`src/verilog/rtc_pkg.sv`:
```
// Purpose: Shared constants, layouts and types of the clock/calendar core.
// Assumes: 50 MHz system clock, 32.768 kHz time base made from it.
// Notes:   Byte offsets are the host bus addresses on the multiplexed bus.
package rtc_pkg;
    localparam int CLK_HZ          = 50_000_000;
    localparam int OSC_HZ          = 32_768;
    localparam int DIV_W           = 15;
    localparam int PHASE_W         = 27;
    localparam int START_DELAY_MS  = 500;
    localparam logic [DIV_W-1:0] START_LOAD = DIV_W'(OSC_HZ * START_DELAY_MS / 1000);
    // Pre-update window, rounded up to whole time-base ticks
    localparam int PRE_UPDATE_US    = 244;
    localparam int PRE_UPDATE_TICKS = (PRE_UPDATE_US * OSC_HZ + 999_999) / 1_000_000;
    localparam logic [DIV_W-1:0] PENDING_POINT = DIV_W'((2 ** DIV_W) - PRE_UPDATE_TICKS);
    // Length of the update cycle itself
    localparam int UPDATE_CYCLE_NS = 2000;
    localparam int UPDATE_CYCLES   = (UPDATE_CYCLE_NS * (CLK_HZ / 1_000_000) + 999) / 1000;
    localparam int UPD_CNT_W       = $clog2(UPDATE_CYCLES + 1);

    localparam logic [7:0] ADDR_SECONDS   = 8'h00;
    localparam logic [7:0] ADDR_SEC_MATCH = 8'h01;
    localparam logic [7:0] ADDR_MINUTES   = 8'h02;
    localparam logic [7:0] ADDR_MIN_MATCH = 8'h03;
    localparam logic [7:0] ADDR_HOURS     = 8'h04;
    localparam logic [7:0] ADDR_HR_MATCH  = 8'h05;
    localparam logic [7:0] ADDR_WEEKDAY   = 8'h06;
    localparam logic [7:0] ADDR_MONTHDAY  = 8'h07;
    localparam logic [7:0] ADDR_MONTH     = 8'h08;
    localparam logic [7:0] ADDR_YEAR      = 8'h09;
    localparam logic [7:0] ADDR_RATE      = 8'h0A;
    localparam logic [7:0] ADDR_CONTROL   = 8'h0B;
    localparam logic [7:0] ADDR_STATUS    = 8'h0C;
    localparam logic [7:0] ADDR_VALID     = 8'h0D;

    localparam int CTL_FREEZE = 7;
    localparam int CTL_PIE    = 6;
    localparam int CTL_AIE    = 5;
    localparam int CTL_UIE    = 4;
    localparam int CTL_SQE    = 3;
    localparam int CTL_BIN    = 2;
    localparam int CTL_H24    = 1;
    localparam int OSC_LSB    = 4;
    localparam logic [2:0] OSC_RUN_DIV = 3'h2;
    localparam logic [1:0] OSC_HOLD    = 2'h3;
    localparam logic [1:0] MATCH_ANY   = 2'h3;

    localparam logic [6:0] RATE_RESET    = 7'h00;
    localparam logic [7:0] CONTROL_RESET = 8'h02;
    localparam logic [7:0] VALID_READ    = 8'h80;
    localparam logic [7:0] MATCH_RESET   = 8'h00;

    typedef struct packed {
        logic       cs_n;
        logic       addr_strobe;
        logic       data_strobe;
        logic       read_not_write;
        logic [7:0] ad;
    } host_bus_s;

    typedef struct packed {
        logic [7:0] year;
        logic [7:0] month;
        logic [7:0] monthday;
        logic [7:0] weekday;
        logic [7:0] hours;
        logic [7:0] minutes;
        logic [7:0] seconds;
    } clock_time_s;

    localparam clock_time_s TIME_RESET = '{8'h00, 8'h01, 8'h01, 8'h01, 8'h00, 8'h00, 8'h00};

    typedef enum logic {UPD_IDLE, UPD_BUSY} upd_state_e;
endpackage

```
`src/verilog/rtc_timebase.sv`:
```
// Purpose: Time base, one-second divider and rate tap multiplexer.
// Assumes: Fractional phase accumulator gives an exact average 32.768 kHz.
// Notes:   Tick jitter is one system clock, invisible at these rates.
`timescale 1ns/10ps
module rtc_timebase #(
    parameter int DIV_W = rtc_pkg::DIV_W
) (
    input  wire logic             sys_clk,
    input  wire logic             rst,
    input  wire logic             osc_run,
    input  wire logic             div_run,
    input  wire logic             div_load,
    input  wire logic [3:0]       rate_select,
    output logic                  osc_tick,
    output logic                  second_tick,
    output logic                  tap_level,
    output logic                  tap_fall,
    output logic [DIV_W-1:0]      div_count
);
    import rtc_pkg::*;

    logic [PHASE_W-1:0] phase;
    logic [PHASE_W-1:0] next_phase;
    logic [PHASE_W-1:0] sum;
    logic [DIV_W-1:0]   next_div;
    logic               tap_prev;
    logic               next_tap_prev;
    logic [3:0]         tap_index;

    always_comb begin
        sum      = phase + PHASE_W'(OSC_HZ);
        osc_tick = osc_run && (sum >= PHASE_W'(CLK_HZ));
        if (!osc_run) begin
            next_phase = '0;
        end else if (osc_tick) begin
            next_phase = sum - PHASE_W'(CLK_HZ);
        end else begin
            next_phase = sum;
        end
        // Load wins so a fresh start is not lost to the old run state
        if (div_load) begin
            next_div = START_LOAD;
        end else if (!div_run) begin
            next_div = '0;
        end else if (osc_tick) begin
            next_div = div_count + 1'b1;
        end else begin
            next_div = div_count;
        end
        second_tick = osc_tick && div_run && !div_load && (&div_count);
        // Codes 1 and 2 reuse the 256 Hz and 128 Hz taps
        tap_index = (rate_select >= 4'h3) ? rate_select - 4'h2 : rate_select + 4'h5;
        tap_level = (rate_select != 4'h0) && div_count[tap_index];
        tap_fall      = tap_prev && !tap_level;
        next_tap_prev = tap_level;
    end

    always_ff @(posedge sys_clk) begin
        if (rst) begin
            phase     <= '0;
            div_count <= '0;
            tap_prev  <= 1'b0;
        end else begin
            phase     <= next_phase;
            div_count <= next_div;
            tap_prev  <= next_tap_prev;
        end
    end
endmodule

```
`src/verilog/rtc_core.sv`:
```
// Purpose: Clock/calendar core with alarm, rate output and event flags.
// Assumes: Host bus strobes are synchronous to sys_clk, bus timing strobe style.
// Notes:   Interrupt pin is open drain, driven low only through irq_oe.
`timescale 1ns/10ps
module rtc_core (
    input  wire logic               sys_clk,
    input  wire logic               rst,
    input  wire rtc_pkg::host_bus_s bus_in,
    output logic [7:0]              ad_out,
    output logic                    ad_oe,
    output logic                    irq_n_out,
    output logic                    irq_oe,
    output logic                    square_out
);
    import rtc_pkg::*;

    function automatic logic [6:0] from_fmt(input logic [7:0] v, input logic bin);
        if (bin) begin
            return v[6:0];
        end
        return {3'h0, v[7:4]} * 7'h0A + {3'h0, v[3:0]};
    endfunction

    function automatic logic [7:0] to_fmt(input logic [6:0] n, input logic bin);
        if (bin) begin
            return {1'b0, n};
        end
        return {4'(n / 7'h0A), 4'(n % 7'h0A)};
    endfunction

    function automatic logic [6:0] hour_to_24(input logic [7:0] v, input logic bin, input logic h24);
        logic [6:0] raw;
        raw = from_fmt({1'b0, v[6:0]}, bin);
        if (h24) begin
            return from_fmt(v, bin);
        end
        return ((raw == 7'h0C) ? 7'h00 : raw) + (v[7] ? 7'h0C : 7'h00);
    endfunction

    function automatic logic [7:0] hour_from_24(input logic [6:0] h, input logic bin, input logic h24);
        logic [6:0] r;
        logic [7:0] f;
        r = (h >= 7'h0C) ? h - 7'h0C : h;
        if (r == 7'h00) begin
            r = 7'h0C;
        end
        f = to_fmt(r, bin);
        if (h24) begin
            return to_fmt(h, bin);
        end
        return {h >= 7'h0C, f[6:0]};
    endfunction

    function automatic logic [6:0] month_days(input logic [6:0] mo, input logic [6:0] yr);
        unique case (mo)
            7'h02: return (yr[1:0] == 2'h0) ? 7'h1D : 7'h1C;
            7'h04, 7'h06, 7'h09, 7'h0B: return 7'h1E;
            default: return 7'h1F;
        endcase
    endfunction

    function automatic logic byte_match(input logic [7:0] want, input logic [7:0] have);
        return (want[7:6] == MATCH_ANY) || (want == have);
    endfunction

    logic                 as_prev, ds_prev, next_as_prev, next_ds_prev;
    logic [7:0]           addr, next_addr, rd_data, next_rd_data;
    logic                 wr_strobe, rd_done;
    logic [6:0]           rate, next_rate;
    logic [7:0]           control, next_control;
    logic                 div_load, osc_run, div_run, freeze, bin, h24;
    clock_time_s          local_time, buffer_time, stepped, next_local, next_buffer;
    logic [7:0]           sec_match, min_match, hr_match;
    logic [7:0]           next_sec_match, next_min_match, next_hr_match;
    logic                 alarm_hit, update_end, pending, next_pending;
    upd_state_e           state, next_state;
    logic [UPD_CNT_W-1:0] busy_count, next_busy_count;
    logic [2:0]           flags, next_flags, irq_en;
    logic                 irq_summary_flag, next_irq_summary_flag, status_clear, next_square;
    logic                 osc_tick, second_tick, tap_level, tap_fall;
    logic [DIV_W-1:0]     div_count;

    assign freeze  = control[CTL_FREEZE];
    assign bin     = control[CTL_BIN];
    assign h24     = control[CTL_H24];
    assign osc_run = (rate[6:4] == OSC_RUN_DIV) || (rate[6:5] == OSC_HOLD);
    assign div_run = (rate[6:4] == OSC_RUN_DIV);

    rtc_timebase #(
        .DIV_W       (DIV_W)
    ) u_timebase (
        .sys_clk     (sys_clk),
        .rst         (rst),
        .osc_run     (osc_run),
        .div_run     (div_run),
        .div_load    (div_load),
        .rate_select (rate[3:0]),
        .osc_tick    (osc_tick),
        .second_tick (second_tick),
        .tap_level   (tap_level),
        .tap_fall    (tap_fall),
        .div_count   (div_count)
    );

    // Host bus: address on strobe fall, write on data strobe fall
    always_comb begin
        next_as_prev = bus_in.addr_strobe;
        next_ds_prev = bus_in.data_strobe;
        next_addr    = (as_prev && !bus_in.addr_strobe) ? bus_in.ad : addr;
        wr_strobe    = ds_prev && !bus_in.data_strobe && !bus_in.cs_n && !bus_in.read_not_write;
        rd_done      = ds_prev && !bus_in.data_strobe && !bus_in.cs_n && bus_in.read_not_write;
        ad_oe        = !bus_in.cs_n && bus_in.data_strobe && bus_in.read_not_write;
        unique case (addr)
            ADDR_SECONDS:   next_rd_data = buffer_time.seconds;
            ADDR_SEC_MATCH: next_rd_data = sec_match;
            ADDR_MINUTES:   next_rd_data = buffer_time.minutes;
            ADDR_MIN_MATCH: next_rd_data = min_match;
            ADDR_HOURS:     next_rd_data = buffer_time.hours;
            ADDR_HR_MATCH:  next_rd_data = hr_match;
            ADDR_WEEKDAY:   next_rd_data = buffer_time.weekday;
            ADDR_MONTHDAY:  next_rd_data = buffer_time.monthday;
            ADDR_MONTH:     next_rd_data = buffer_time.month;
            ADDR_YEAR:      next_rd_data = buffer_time.year;
            ADDR_RATE:      next_rd_data = {pending, rate};
            ADDR_CONTROL:   next_rd_data = control;
            ADDR_STATUS:    next_rd_data = {irq_summary_flag, flags, 4'h0};
            ADDR_VALID:     next_rd_data = VALID_READ;
            default:        next_rd_data = 8'h00;
        endcase
    end

    always_ff @(posedge sys_clk) begin
        if (rst) begin
            as_prev <= 1'b0;
            ds_prev <= 1'b0;
            addr    <= 8'h00;
            rd_data <= 8'h00;
        end else begin
            as_prev <= next_as_prev;
            ds_prev <= next_ds_prev;
            addr    <= next_addr;
            rd_data <= next_rd_data;
        end
    end
    assign ad_out = rd_data;

    // Control registers; pending bit is hardware owned and not writable
    always_comb begin
        next_rate    = rate;
        next_control = control;
        div_load     = 1'b0;
        if (wr_strobe && addr == ADDR_RATE) begin
            next_rate = bus_in.ad[6:0];
            div_load  = (bus_in.ad[6:4] == OSC_RUN_DIV) && !div_run;
        end
        if (wr_strobe && addr == ADDR_CONTROL) begin
            next_control          = bus_in.ad;
            next_control[CTL_UIE] = bus_in.ad[CTL_UIE] && !bus_in.ad[CTL_FREEZE];
        end
    end

    always_ff @(posedge sys_clk) begin
        if (rst) begin
            rate    <= RATE_RESET;
            control <= CONTROL_RESET;
        end else begin
            rate    <= next_rate;
            control <= next_control;
        end
    end

    // One-step calendar advance of the local copy
    always_comb begin
        logic [6:0] s, m, h, wd, md, mo, yr, mlen;
        s    = from_fmt(local_time.seconds, bin) + 7'h01;
        m    = from_fmt(local_time.minutes, bin);
        h    = hour_to_24(local_time.hours, bin, h24);
        wd   = from_fmt(local_time.weekday, bin);
        md   = from_fmt(local_time.monthday, bin);
        mo   = from_fmt(local_time.month, bin);
        yr   = from_fmt(local_time.year, bin);
        mlen = month_days(mo, yr);
        if (s >= 7'h3C) begin
            s = 7'h00;
            m = m + 7'h01;
            if (m >= 7'h3C) begin
                m = 7'h00;
                h = h + 7'h01;
                if (h >= 7'h18) begin
                    h  = 7'h00;
                    wd = (wd >= 7'h07) ? 7'h01 : wd + 7'h01;
                    md = md + 7'h01;
                    if (md > mlen) begin
                        md = 7'h01;
                        mo = mo + 7'h01;
                        if (mo > 7'h0C) begin
                            mo = 7'h01;
                            yr = (yr >= 7'h63) ? 7'h00 : yr + 7'h01;
                        end
                    end
                end
            end
        end
        stepped.seconds  = to_fmt(s, bin);
        stepped.minutes  = to_fmt(m, bin);
        stepped.hours    = hour_from_24(h, bin, h24);
        stepped.weekday  = to_fmt(wd, bin);
        stepped.monthday = to_fmt(md, bin);
        stepped.month    = to_fmt(mo, bin);
        stepped.year     = to_fmt(yr, bin);
        alarm_hit = byte_match(sec_match, stepped.seconds)
                 && byte_match(min_match, stepped.minutes)
                 && byte_match(hr_match, stepped.hours);
    end

    // Update cycle sequencing
    always_comb begin
        next_state      = state;
        next_busy_count = busy_count;
        update_end      = 1'b0;
        unique case (state)
            UPD_IDLE: begin
                if (second_tick) begin
                    next_state      = UPD_BUSY;
                    next_busy_count = '0;
                end
            end
            UPD_BUSY: begin
                next_busy_count = busy_count + 1'b1;
                if (busy_count == UPD_CNT_W'(UPDATE_CYCLES - 1)) begin
                    update_end = 1'b1;
                    next_state = UPD_IDLE;
                end
            end
        endcase
        if (freeze || update_end) begin
            next_pending = 1'b0;
        end else if (osc_tick && div_run && div_count == PENDING_POINT) begin
            next_pending = 1'b1;
        end else begin
            next_pending = pending;
        end
    end

    always_ff @(posedge sys_clk) begin
        if (rst) begin
            state      <= UPD_IDLE;
            busy_count <= '0;
            pending    <= 1'b0;
        end else begin
            state      <= next_state;
            busy_count <= next_busy_count;
            pending    <= next_pending;
        end
    end

    // Time copies; host writes land in both so a new setting takes hold
    always_comb begin
        next_local     = update_end ? stepped : local_time;
        next_buffer    = (update_end && !freeze) ? stepped : buffer_time;
        next_sec_match = sec_match;
        next_min_match = min_match;
        next_hr_match  = hr_match;
        if (wr_strobe) begin
            unique case (addr)
                ADDR_SECONDS:   next_local.seconds  = bus_in.ad;
                ADDR_MINUTES:   next_local.minutes  = bus_in.ad;
                ADDR_HOURS:     next_local.hours    = bus_in.ad;
                ADDR_WEEKDAY:   next_local.weekday  = bus_in.ad;
                ADDR_MONTHDAY:  next_local.monthday = bus_in.ad;
                ADDR_MONTH:     next_local.month    = bus_in.ad;
                ADDR_YEAR:      next_local.year     = bus_in.ad;
                ADDR_SEC_MATCH: next_sec_match = bus_in.ad;
                ADDR_MIN_MATCH: next_min_match = bus_in.ad;
                ADDR_HR_MATCH:  next_hr_match  = bus_in.ad;
                default: begin
                end
            endcase
            unique case (addr)
                ADDR_SECONDS:   next_buffer.seconds  = bus_in.ad;
                ADDR_MINUTES:   next_buffer.minutes  = bus_in.ad;
                ADDR_HOURS:     next_buffer.hours    = bus_in.ad;
                ADDR_WEEKDAY:   next_buffer.weekday  = bus_in.ad;
                ADDR_MONTHDAY:  next_buffer.monthday = bus_in.ad;
                ADDR_MONTH:     next_buffer.month    = bus_in.ad;
                ADDR_YEAR:      next_buffer.year     = bus_in.ad;
                default: begin
                end
            endcase
        end
    end

    always_ff @(posedge sys_clk) begin
        if (rst) begin
            local_time  <= TIME_RESET;
            buffer_time <= TIME_RESET;
            sec_match   <= MATCH_RESET;
            min_match   <= MATCH_RESET;
            hr_match    <= MATCH_RESET;
        end else begin
            local_time  <= next_local;
            buffer_time <= next_buffer;
            sec_match   <= next_sec_match;
            min_match   <= next_min_match;
            hr_match    <= next_hr_match;
        end
    end

    // Event flags {periodic, alarm, done}; a new event beats a clearing read
    always_comb begin
        status_clear = rd_done && addr == ADDR_STATUS;
        irq_en       = {control[CTL_PIE], control[CTL_AIE], control[CTL_UIE] && !freeze};
        next_flags   = (flags & {3{!status_clear}})
                     | {tap_fall, update_end && alarm_hit, update_end};
        next_irq_summary_flag    = (irq_summary_flag && !status_clear) || (|(next_flags & irq_en));
        irq_oe       = |(flags & irq_en);
        next_square  = tap_level && control[CTL_SQE];
    end
    assign irq_n_out = 1'b0;

    always_ff @(posedge sys_clk) begin
        if (rst) begin
            flags      <= 3'h0;
            irq_summary_flag       <= 1'b0;
            square_out <= 1'b0;
        end else begin
            flags      <= next_flags;
            irq_summary_flag       <= next_irq_summary_flag;
            square_out <= next_square;
        end
    end
endmodule

```
`config.mk`:
```
export PLATFORM = sky130hd
export DESIGN_NAME = rtc_core
export DESIGN_NICKNAME = d
export VERILOG_FILES = /design/src/verilog/rtc_pkg.sv /design/src/verilog/rtc_timebase.sv /design/src/verilog/rtc_core.sv
export SDC_FILE = /design/constraint.sdc
export NUM_CORES = 1
export LEC_CHECK = 0
export BUFFER_PORTS_ARGS = -buffer_cell sky130_fd_sc_hd__buf_4
export CAP_MARGIN = 20
export CELL_PAD_IN_SITES_DETAIL_PLACEMENT = 1
export CELL_PAD_IN_SITES_GLOBAL_PLACEMENT = 2
export CORE_ASPECT_RATIO = 0.7
export CORE_MARGIN = 2
export CORE_UTILIZATION = 35
export CTS_CLUSTER_SIZE = 12
export DETAILED_ROUTE_END_ITERATION = 6
export GPL_TIMING_DRIVEN = 0
export PLACE_DENSITY = 0.89
export SETUP_SLACK_MARGIN = 0.15
export SYNTH_ARGS = -nofsm -noshare
export SYNTH_HDL_FRONTEND = slang
export SYNTH_HIERARCHICAL = 1
export SYNTH_SLANG_ARGS = --single-unit
```
`constraint.sdc`:
```
create_clock -name sys_clk -period 10.1 [get_ports sys_clk]
set_input_delay 0.505 -clock sys_clk [delete_from_list [all_inputs] [get_ports sys_clk]]
set_output_delay 0.505 -clock sys_clk [all_outputs]
set_load 0.005 [all_outputs]
```
==> impl_metrics.toml <==
[status]
outcome = "finished, final reports clean"

[place]
dpl.cell_count = 3274
placed_cell_area_sq_mm = 0.0203
routabilityCongestion = 1.08
dp.final_hpwl_mm = 65.9
place.port_buffers = 23

[final_layout]
layout_commonest_cell = "sky130_fd_sc_hd__nand2_1"
final_cell_count_no_fill = 3386
drive_gt1_frac = 0.126
finalInstanceArea_sq_mm = 0.0222
flow.area_growth_from_synthesis_pct = 16.5
most-common-layout-cells = "sky130_fd_sc_hd__nand2_1, sky130_fd_sc_hd__a21oi_1, sky130_fd_sc_hd__nor2_1"
finalNetCount = 2757
final_core_util = 0.413

[logic_synthesis]
mappedNetlistArea_sq_mm = 0.0190
ys_warn_count = 6
fraction_of_registers_with_async_set_or_reset_after_synthesis = 0
avgSynthCellArea_sq_um = 7.55
dominantRegCellSynth = "sky130_fd_sc_hd__dfxtp_1"
mapped_nets = 2634
synth_seq_area_share = 0.231
synth-seq-cells = 219
synthDistinctLibCells = 117
post_synth_inst_count = 2519
synth_edf_count = 0

[detailed_routing]
routed_via_density = 6.34
count_of_vias_placed_by_the_detailed_router = 21500
remaining_drc_errors = 0
residual_antenna_violating_net_count_after_detailed_routing = 0
detailedRoute.firstPassIterationCount = 6
drt_iter0_markers = 2132
drt_wl_total_mm = 87.7
drt-wirelength-per-cell_microns = 25.9

[setup_path]
critical_path.startpoint_type = "register"
critPathMaxFanout = 5
maximum_single_stage_delay_on_the_critical_path_ns = 0.56
setup.worst_path.end_class = "register"
worst_ep_arrival_time_ns = 10.42
crit_required_ns = 10.49
timing_worst_setup_path_type = "reg2reg"
path_common_cell = "sky130_fd_sc_hd__ha_4"
critical_path.slowest_cell = "sky130_fd_sc_hd__fa_2"

[clocking]
clock_tree.root_cell = "sky130_fd_sc_hd__clkbuf_16"
cts-hold-fix-buffers = 0
numCtsBuffers = 24
htree_levels = 1
cts_buffer_depth = 3
clk_transition_reported_paths_ns = 0.06
cts_tree = "built"
clock_latency_ns = 0.55
tritoncts_num_sinks = 219

[pwr]
peak_supply_drop_mv = 0.106
cellPowerDensity_mw_per_mm2 = 85.3
power_uw = 1890
power.leakage_uw = 0.00781

[floorplanning]
die-height_microns = 199
num_io_pins = 26
initial_core_util = 0.354
core.rowCount = 71
die-width_microns = 283
die-area_sq_mm = 0.0562
core_sq_mm = 0.0537

[global_routing]
grt_max_degree = 13
groute.usage.overall = 0.307
grt-ovfl-total = 0
vias_in_the_first_global_route = 21400
antenna_violations_before_repair = 5
grt_pass1_wl_mm = 133

[flow_run]
maxCapViolCount = 0

[sta]
crit_share_post_route = 0.993
finalClockSkew_ns = 0.0186
fin_hold_ws_ns = 0.195
rsz0062_at_grt = "yes"
final.min_clock_period_ns = 10.03
hold_violations = 0
timing_worst_slew_pin_value_ns = 1.18
achievable-frequency_mhz = 99.7
finalSetupViolCount = 0
maxSlewHeadroom = 0.216
final-max-slew-violation-count = 0

[worst_hold_path]
hold_path_class = "in2reg"
where the power goes:
part / switching (uW) / internal (uW)
combinational: 104 / 40.0
clock: 392 / 484
sequential: 2.85 / 866
repair_timing:
action                     CTS  global route
cloned                       0             0
buffers inserted            60            13
pin swaps                   39            41
setup endpoints to repair   49            23
gates resized for setup     72            51
metal layers:
metal	up-vias	part of all wire	global-route usage
met4	0	0.023	0.0613
met1	10800	0.47	0.456
met2	971	0.41	0.445
met5	-	0	0
met3	115	0.10	0.0729
li1	9618	-	-
cell usage after synthesis (21+ instances only):
master | number | share of area
sky130_fd_sc_hd__a21oi_1 | 226 | 0.059
sky130_fd_sc_hd__a31oi_1 | 51 | 0.017
sky130_fd_sc_hd__and2_1 | 27 | 0.0089
sky130_fd_sc_hd__clkbuf_1 | 115 | 0.023
sky130_fd_sc_hd__dfxtp_1 | 219 | 0.23
sky130_fd_sc_hd__ha_1 | 86 | 0.057
sky130_fd_sc_hd__inv_1 | 61 | 0.012
sky130_fd_sc_hd__mux2_2 | 30 | 0.018
sky130_fd_sc_hd__mux2i_1 | 55 | 0.029
sky130_fd_sc_hd__nand2_1 | 338 | 0.067
sky130_fd_sc_hd__nand2b_1 | 31 | 0.010
sky130_fd_sc_hd__nand3_1 | 75 | 0.020
sky130_fd_sc_hd__nand4_1 | 24 | 0.0079
sky130_fd_sc_hd__nor2_1 | 228 | 0.045
sky130_fd_sc_hd__nor3_1 | 57 | 0.015
sky130_fd_sc_hd__nor4_1 | 29 | 0.0095
sky130_fd_sc_hd__o211ai_1 | 68 | 0.027
sky130_fd_sc_hd__o21a_1 | 21 | 0.0083
sky130_fd_sc_hd__o21ai_0 | 106 | 0.028
sky130_fd_sc_hd__o21bai_1 | 37 | 0.015
sky130_fd_sc_hd__o22ai_1 | 23 | 0.0076
sky130_fd_sc_hd__or3_1 | 28 | 0.0092
sky130_fd_sc_hd__xnor2_1 | 53 | 0.024
sky130_fd_sc_hd__xor2_1 | 50 | 0.023
layout make-up:
type | count | area [sq um]
fill | 6639 | 31500
multi-input combinational | 2083 | 14300
sequential | 219 | 4390
tap | 730 | 913
timing repair buffer | 99 | 773
buffer | 150 | 762
clock buffer | 33 | 666
inverter | 65 | 246
clock inverter | 6 | 58.8
antenna | 1 | 2.50
final timing paths:
check | start | to | slack, ns | cells after the start
worst min-delay path | bus_in[10] | as_prev | 0.20 | 2
worst min register to register | addr[6] | addr[6] | 0.47 | 2
worst max-delay path | local_time[22] | irq_summary_flag | 0.07 | 43
worst max register to register | local_time[22] | irq_summary_flag | 0.07 | 43
sequential cells by signal, summed over array words and instances, names as in the netlist, 15 cells and up:
signal                flops
buffer_time              56
u_timebase/phase         20
local_time               56
u_timebase/div_count     15
stage by stage:
| step | setup slack [ns] | setup TNS [ns] |
|---|---|---|
| after floorplan | 0.162 | 0 |
| after global placement | -2.15 | -32.70 |
| after detailed placement | -2.53 | -30.11 |
| after CTS | -0.0354 | -0.0553 |
| after global routing | -0.223 | -0.828 |
| final | 0.0696 | 0 |
worst max-delay path, delay by kind of cell (launching register included):
kind | cells | cell delay (ns)
AO/OA/AOI/OAI | 16 | 3.50
XOR/XNOR | 2 | 0.33
adder cells (fa/ha/maj) | 9 | 2.15
buffers and inverters | 4 | 0.41
flip-flops | 1 | 0.38
multiplexers | 1 | 0.31
AND/OR/NAND/NOR | 11 | 2.77
logic make-up (layout without fill, tap and decap cells):
group	count (synthesis)	in the layout	share of synthesized area
flip-flops	219	219	0.231
AO/OA/AOI/OAI	796	796	0.287
XOR/XNOR	103	103	0.0474
buffers and inverters	217	353	0.0459
multiplexers	101	101	0.0653
adder cells (fa/ha/maj)	106	106	0.0750
AND/OR/NAND/NOR	976	976	0.249
other	1	2	0.000197
Power figures use the tool's default switching activity.
